[src/pkg/acg_pkg.sv]
// Constants and carrier types for the converter control block.
// Assumes one 20 MHz clock domain; the modulator and filter sit outside.
package acg_pkg;
    localparam int unsigned DATA_W       = 16;
    localparam int unsigned CFG_REGS     = 4;
    localparam int unsigned CNT_W        = 24;
    localparam int unsigned CLK_HZ       = 20000000;
    localparam int unsigned BASE_RATE_HZ = 20;
    localparam int unsigned BASE_CYCLES  = CLK_HZ / BASE_RATE_HZ;

    // Command bytes; low bits carry a register index where used
    localparam logic [7:0] CMD_RESET     = 8'h06;
    localparam logic [7:0] CMD_START     = 8'h08;
    localparam logic [7:0] CMD_POWERDOWN = 8'h02;
    localparam logic [7:0] CMD_RDATA     = 8'h10;
    localparam logic [7:0] CMD_RREG      = 8'h20;
    localparam logic [7:0] CMD_WREG      = 8'h40;
    localparam logic [7:0] CMD_REG_MASK  = 8'hF0;
    localparam int unsigned CMD_IDX_LSB  = 2;

    // Field layout: register 0 and register 1
    localparam int unsigned SKIP_BIT     = 0;
    localparam int unsigned GAIN_LSB     = 1;
    localparam int unsigned MUX_LSB      = 4;
    localparam int unsigned MODE_BIT     = 3;
    localparam int unsigned RATE_LSB     = 5;
    localparam logic [3:0] MUX_GND_LO    = 4'h8;
    localparam logic [3:0] MUX_GND_HI    = 4'hB;
    localparam logic [2:0] GAIN_SC_MAX   = 3'h2;
    localparam logic [7:0] CFG_RST       = 8'h00;

    // Full-scale span in microvolts at gain 1 with the internal reference
    localparam logic [21:0] FSR_UV_G1    = 22'h1F4000;

    typedef struct packed {
        logic [2:0]  amp_log2;
        logic [1:0]  sc_log2;
        logic        amp_on;
        logic [21:0] full_scale_span;
    } acg_gain_t;

    typedef struct packed {
        logic [7:0] byte_val;
        logic       valid;
    } acg_cmd_t;
endpackage : acg_pkg

[src/rtl/acg_cmd_rx.sv]
// Two-wire command byte receiver.
// Assumes raw pins; both are synchronised before use. Address bytes are not filtered.
`timescale 1ns/1ps
module acg_cmd_rx (
    input  wire logic      ref_clk,
    input  wire logic      resetn,
    input  wire logic      scl_i,
    input  wire logic      sda_i,
    output logic           sda_o,
    output logic           sda_oe_n,
    output acg_pkg::acg_cmd_t cmd
);
    typedef struct packed {
        logic [1:0] scl_s;
        logic [1:0] sda_s;
        logic       scl_p;
        logic       sda_p;
        logic [3:0] bit_cnt;
        logic [7:0] shift;
        acg_pkg::acg_cmd_t cmd;
        logic       ack;
    } acg_rx_t;

    acg_rx_t st_r;
    acg_rx_t st_nxt;
    logic    rise;
    logic    fall;

    assign rise = st_r.scl_s[1] & ~st_r.scl_p;
    assign fall = ~st_r.scl_s[1] & st_r.scl_p;

    always_comb begin
        st_nxt           = st_r;
        st_nxt.scl_s     = {st_r.scl_s[0], scl_i};
        st_nxt.sda_s     = {st_r.sda_s[0], sda_i};
        st_nxt.scl_p     = st_r.scl_s[1];
        st_nxt.sda_p     = st_r.sda_s[1];
        st_nxt.cmd.valid = 1'b0;
        if (st_r.scl_s[1] && st_r.sda_p && !st_r.sda_s[1]) begin
            st_nxt.bit_cnt = 4'h0;
            st_nxt.ack     = 1'b0;
        end else if (rise && st_r.bit_cnt < 4'h8) begin
            // Count sampled bits, so the fall that follows START is not taken as one
            st_nxt.shift   = {st_r.shift[6:0], st_r.sda_s[1]};
            st_nxt.bit_cnt = st_r.bit_cnt + 4'h1;
        end else if (fall) begin
            if (st_r.bit_cnt == 4'h8 && !st_r.ack) begin
                st_nxt.cmd.byte_val = st_r.shift;
                st_nxt.cmd.valid    = 1'b1;
                st_nxt.ack          = 1'b1;
            end else if (st_r.ack) begin
                st_nxt.bit_cnt = 4'h0;
                st_nxt.ack     = 1'b0;
            end
        end
    end

    always_ff @(posedge ref_clk) begin
        if (!resetn) begin
            st_r <= '{scl_s: 2'h3, sda_s: 2'h3, scl_p: 1'b1, sda_p: 1'b1, default: '0};
        end else begin
            st_r <= st_nxt;
        end
    end

    assign cmd      = st_r.cmd;
    assign sda_o    = 1'b0;
    assign sda_oe_n = ~st_r.ack;
endmodule : acg_cmd_rx

[src/rtl/acg_conv_ctrl.sv]
// Conversion sequencing, result buffer and gain decode of the converter.
// Assumes filter data in the ref_clk domain, valid whenever a conversion ends.
// How it works
// - Single-shot: one conversion per start, buffered.
// - Single-shot ends in low-power idle.
// - Continuous: next conversion starts at once.
// - Continuous results come at programmed rate.
// - Reads return latest result, never torn.
// - Four configuration registers, six commands.
// - Three-bit gain selects one of eight.
// - Gain split between amplifier and capacitor stage.
// - Gains 1, 2, 4 use capacitor stage only.
// - Full-scale span is reference over gain.
// - Skip bit bypasses amplifier at gains <=4.
// - Ground-referenced inputs force bypass, clamp gain.
// - Command byte latched on eighth falling edge.
`timescale 1ns/1ps
module acg_conv_ctrl #(
    parameter int unsigned BASE_CYCLES = acg_pkg::BASE_CYCLES
) (
    input  wire logic               ref_clk,
    input  wire logic               resetn,
    input  wire logic               scl_i,
    input  wire logic               sda_i,
    output logic                    sda_o,
    output logic                    sda_oe_n,
    input  wire logic [15:0]        conv_data_in,
    output logic [15:0]             rd_data,
    output logic                    drdy_n,
    output logic                    low_power,
    output logic [3:0]              input_select_field,
    output acg_pkg::acg_gain_t      gain_out
);
    typedef enum logic [0:0] {ST_IDLE, ST_CONV} acg_state_t;

    typedef struct packed {
        acg_state_t            st;
        logic [3:0][7:0]       cfg;
        logic [23:0]           cnt;
        logic [15:0]           result;
        logic [15:0]           rd;
        logic                  drdy_n;
        logic                  wr_pend;
        logic [1:0]            wr_idx;
        acg_pkg::acg_gain_t    gain;
    } acg_ctl_t;

    acg_ctl_t          st_r;
    acg_ctl_t          st_nxt;
    acg_pkg::acg_cmd_t cmd;
    logic              done;
    logic              cont;
    logic [23:0]       period;
    logic [1:0]        cmd_idx;

    acg_cmd_rx u_rx (
        .ref_clk  (ref_clk),
        .resetn   (resetn),
        .scl_i    (scl_i),
        .sda_i    (sda_i),
        .sda_o    (sda_o),
        .sda_oe_n (sda_oe_n),
        .cmd      (cmd)
    );

    // Effective gain exponent after the ground-input clamp
    function automatic logic [2:0] eff_gain(input logic [7:0] r0);
        logic [2:0] g;
        logic [3:0] m;
        g = r0[acg_pkg::GAIN_LSB +: 3];
        m = r0[acg_pkg::MUX_LSB +: 4];
        if (m >= acg_pkg::MUX_GND_LO && m <= acg_pkg::MUX_GND_HI &&
            g > acg_pkg::GAIN_SC_MAX) begin
            g = acg_pkg::GAIN_SC_MAX;
        end
        return g;
    endfunction : eff_gain

    function automatic acg_pkg::acg_gain_t split(input logic [7:0] r0);
        acg_pkg::acg_gain_t o;
        logic [2:0] g;
        logic [3:0] m;
        logic       force_skip;
        g = eff_gain(r0);
        m = r0[acg_pkg::MUX_LSB +: 4];
        force_skip = (m >= acg_pkg::MUX_GND_LO) && (m <= acg_pkg::MUX_GND_HI);
        if (g > acg_pkg::GAIN_SC_MAX) begin
            o.sc_log2  = acg_pkg::GAIN_SC_MAX[1:0];
            o.amp_log2 = g - acg_pkg::GAIN_SC_MAX;
            o.amp_on   = 1'b1;
        end else begin
            o.sc_log2  = g[1:0];
            o.amp_log2 = 3'h0;
            o.amp_on   = ~(force_skip | r0[acg_pkg::SKIP_BIT]);
        end
        o.full_scale_span = acg_pkg::FSR_UV_G1 >> g;
        return o;
    endfunction : split

    // Faster rate codes halve the period; a shorter base speeds simulation
    assign period  = 24'(BASE_CYCLES) >> st_r.cfg[1][acg_pkg::RATE_LSB +: 3];
    assign cont    = st_r.cfg[1][acg_pkg::MODE_BIT];
    assign done    = (st_r.st == ST_CONV) && (st_r.cnt <= 24'h1);
    assign cmd_idx = cmd.byte_val[acg_pkg::CMD_IDX_LSB +: 2];

    always_comb begin
        st_nxt      = st_r;
        st_nxt.gain = split(st_r.cfg[0]);
        if (st_r.st == ST_CONV) begin
            st_nxt.cnt = st_r.cnt - 24'h1;
        end
        if (done) begin
            st_nxt.result = conv_data_in;
            if (cont) begin
                st_nxt.cnt = period;
            end else begin
                st_nxt.st = ST_IDLE;
            end
        end
        if (cmd.valid && st_r.wr_pend) begin
            st_nxt.cfg[st_r.wr_idx] = cmd.byte_val;
            st_nxt.wr_pend          = 1'b0;
        end else if (cmd.valid) begin
            unique case (1'b1)
                cmd.byte_val == acg_pkg::CMD_RESET: begin
                    st_nxt.cfg    = {4{acg_pkg::CFG_RST}};
                    st_nxt.st     = ST_IDLE;
                    st_nxt.drdy_n = 1'b1;
                end
                cmd.byte_val == acg_pkg::CMD_START: begin
                    st_nxt.st  = ST_CONV;
                    st_nxt.cnt = period;
                end
                cmd.byte_val == acg_pkg::CMD_POWERDOWN: begin
                    st_nxt.st = ST_IDLE;
                end
                cmd.byte_val == acg_pkg::CMD_RDATA: begin
                    // Snapshot whole word so a later update cannot tear it
                    st_nxt.rd = done ? conv_data_in : st_r.result;
                end
                (cmd.byte_val & acg_pkg::CMD_REG_MASK) == acg_pkg::CMD_RREG: begin
                    st_nxt.rd = {8'h00, st_r.cfg[cmd_idx]};
                end
                (cmd.byte_val & acg_pkg::CMD_REG_MASK) == acg_pkg::CMD_WREG: begin
                    st_nxt.wr_pend = 1'b1;
                    st_nxt.wr_idx  = cmd_idx;
                end
                default: begin
                end
            endcase
        end
        // Completion wins over the read that clears the ready flag
        if (cmd.valid && !st_r.wr_pend && cmd.byte_val == acg_pkg::CMD_RDATA) begin
            st_nxt.drdy_n = 1'b1;
        end
        if (done) begin
            st_nxt.drdy_n = 1'b0;
        end
    end

    always_ff @(posedge ref_clk) begin
        if (!resetn) begin
            st_r <= '{st: ST_IDLE, drdy_n: 1'b1, default: '0};
        end else begin
            st_r <= st_nxt;
        end
    end

    assign rd_data            = st_r.rd;
    assign drdy_n             = st_r.drdy_n;
    assign low_power          = (st_r.st == ST_IDLE);
    assign input_select_field = st_r.cfg[0][acg_pkg::MUX_LSB +: 4];
    assign gain_out           = st_r.gain;
endmodule : acg_conv_ctrl

[config.mk]
export PLATFORM = sky130hd
export DESIGN_NAME = acg_conv_ctrl
export DESIGN_NICKNAME = d
export VERILOG_FILES = /design/src/pkg/acg_pkg.sv /design/src/rtl/acg_cmd_rx.sv /design/src/rtl/acg_conv_ctrl.sv
export SDC_FILE = /design/constraint.sdc
export NUM_CORES = 1
export LEC_CHECK = 0
export BUFFER_PORTS_ARGS = -buffer_cell sky130_fd_sc_hd__buf_2
export CORE_MARGIN = 5
export CORE_UTILIZATION = 40
export CTS_CLUSTER_SIZE = 24
export DETAILED_ROUTE_END_ITERATION = 8
export GPL_ROUTABILITY_DRIVEN = 0
export PLACE_DENSITY = 0.66
export SETUP_SLACK_MARGIN = 0.1
export SYNTH_ARGS = -nofsm -noshare
export SYNTH_HDL_FRONTEND = slang
export SYNTH_HIERARCHICAL = 1
export SYNTH_SLANG_ARGS = --single-unit
[constraint.sdc]
create_clock -name ref_clk -period 3.6 [get_ports ref_clk]
set_input_delay 0.36 -clock ref_clk [delete_from_list [all_inputs] [get_ports ref_clk]]
set_output_delay 0.36 -clock ref_clk [all_outputs]
set_load 0.005 [all_outputs]
==> out/results.ini <==
[run_status]
outcome=finished, final reports clean

[clock_tree]
htreeDepth=4
postCtsHoldBufs=0
cts_tree=yes
cts_root_buf=clkbuf_16
clk_latency_ps=420
path_clk_slew_ps=60
numCtsBuffers=17
cts_max_path_buffers=2
clock_sinks=141
cts_resized=0
cts_setup_buffers=0

[finish]
register_area_um2=2820
layout_common_cells=141 x dfxtp_1, 62 x buf_2, 49 x nor2_1
nNetsFinal=662
layout_commonest_cell=dfxtp_1
layout-drive-gt1-share_pct=17.3
syn2layout_area_growth_pct=10.4
nFillCells=1418
final_cells=834
n_antenna_cell=0
utilization_pct=45.0
final_cell_area_um2=6810
multi_input_area_um2=2710

[floorplanning]
rows=45
io_pins=72
coreArea_um2=15100
die_y_um=134
die_width_um=134
start_util_pct=40.7
fp.dieArea_um2=18000

[synth]
synth.yosys.seq_area_share_pct=45.8
synth_top_area_share_pct=45.8
synth_cells=632
synth_area_um2=6170
yosys_warnings=6
yosysTopAreaCell=dfxtp_1
synth.area.top_cells=dfxtp_1 46%, buf_4 7.2%, mux2i_1 5.7%
async_reset_ff_share_pct=0
synthFlopType=dfxtp_1
synth_edf_count=0
ys_ff_latch=141
syn_avg_cell_area_um2=9.76
synth.distinct_cells=57

[placed_design]
place_inst=802
dpl-instance-area_um2=6180
hpwl_um=9390
io_buffers=62
dpl_worst_slack_ps=773

[timing]
fin_ws_ps=745
fin_skew_ps=8.38
relSlewSlack_pct=16.1
hold_violations=0
fin_crit_ps=2850
fin_tns_setup_ps=0
hold_ws_ps=116
setup_violations=0
max_freq_mhz=350
rsz0062_at_grt=false
tightest_slew_ps=1260
drv_slew=0
period_share_pct=79.3

[drt]
via_per_inst=5.44
ant_nets=0
drc=0
drtPass1Iterations=5
vias=4534
wire_per_inst_um=16.3
drtIter0Drc=394
wl_um=13600

[global_route]
antenna_found_initial=0
grt_max_degree=44
grt_pass1_wl_um=22400
track_usage_pct=15.5
grt_pass1_vias=4445
overflow=0

[power]
finalPower_mw=3.47
power_leakage_nw=2.74
p_per_area_nw_per_um2=510
peakVddDrop_uv=358

[min_path]
min_from=sda_i
whs_path_depth=2
hold-path-endpoint=u_rx/st_nxt[25]
hold_path_class=input port to flop

[worst_setup_path]
worstReg2RegEnd=st_r[81]
cp.required_ps=3930
r2r_setup_slack_ps=750
worstReg2RegStart=st_r[64]
critPathMaxFanout=35
critical_path_class=flop to flop
rr_worst_depth=7
worst_setup_path_end_kind=flop
worst-endpoint-arrival_ps=3180
worstSetupStartpointType=flop
crit_path_start=st_r[64]

[run]
maxCapViolations=0

[synthesized netlist by cell type (4+ instances only)]
cell type  count
nor4_1         7
mux4_2         8
o21a_1         4
o21ai_0       11
a32o_1        32
dfxtp_1      141
inv_1         18
nand2_1       44
buf_2          5
o2bb2ai_1      8
xor2_1         5
nor3_1        18
a21oi_1       34
nand4_1        5
and2_1         5
nand3_1       10
nand2b_1       9
nor4b_1        5
xnor2_1       17
buf_4         59
ha_1           9
nor2b_1        5
clkbuf_1      23
o221ai_1       8
o22ai_1        4
mux2i_1       35
or3_1          8
nor2_1        49
a211oi_1       9
[worst max-delay path, cell delays in order (launching register included)]
cell     delay (ps)
dfxtp_1         400
inv_1            70
ha_1            240
o21ba_2         220
nand4_1         190
o31a_1         1000
nand2_1         380
o22ai_1         260
[layer usage]
metal / global-route usage (%) / part of all wire (%)
met5: 0 / 0
met3: 4.16 / 5.0
met4: 6.56 / 2.0
met1: 19.3 / 44
met2: 25.5 / 49
[logic make-up (layout without fill, tap and decap cells)]
kind of cell / count (synthesis) / count (layout) / share of synthesized area (%)
simple gates: 184 / 184 / 15.3
fa+ha+maj: 9 / 9 / 1.83
flops: 141 / 141 / 45.8
compound gates: 120 / 120 / 14.5
buf+inv: 111 / 118 / 10.7
xor+xnor: 22 / 22 / 3.12
other cells: 2 / 9 / 0.122
mux: 43 / 43 / 8.60
[final cells by class]
class / count / share of cell area [%]
clock buffers: 22 / 6.82
clock inverters: 10 / 2.37
inverters: 20 / 1.10
multi-input cells: 387 / 39.8
flip-flops and latches: 141 / 41.5
well taps: 188 / 3.45
repair buffers: 66 / 5.00
[state kept, by name (all words and copies together) (netlist names)]
register            count
cont                    1
drdy_n                  1
gain_out               20
input_select_field      4
rd_data                16
st_r                   71
u_rx/cmd                9
u_rx/st_nxt             4
u_rx/st_r              15
[worst max-delay path by stage]
stage	to
after floorplan	rd_data[0]
after global placement	st_r[83]
after detailed placement	st_r[81]
after CTS	st_r[81]
after global routing	st_r[81]
final	st_r[81]
[where the power goes]
group / internal [mW] / total (mW) / switching [mW]
Sequential: 1.57 / 1.57 / 0.00310
Clock: 1.19 / 1.84 / 0.645
Combinational: 0.0197 / 0.0628 / 0.0431
Power figures use the tool's default switching activity.
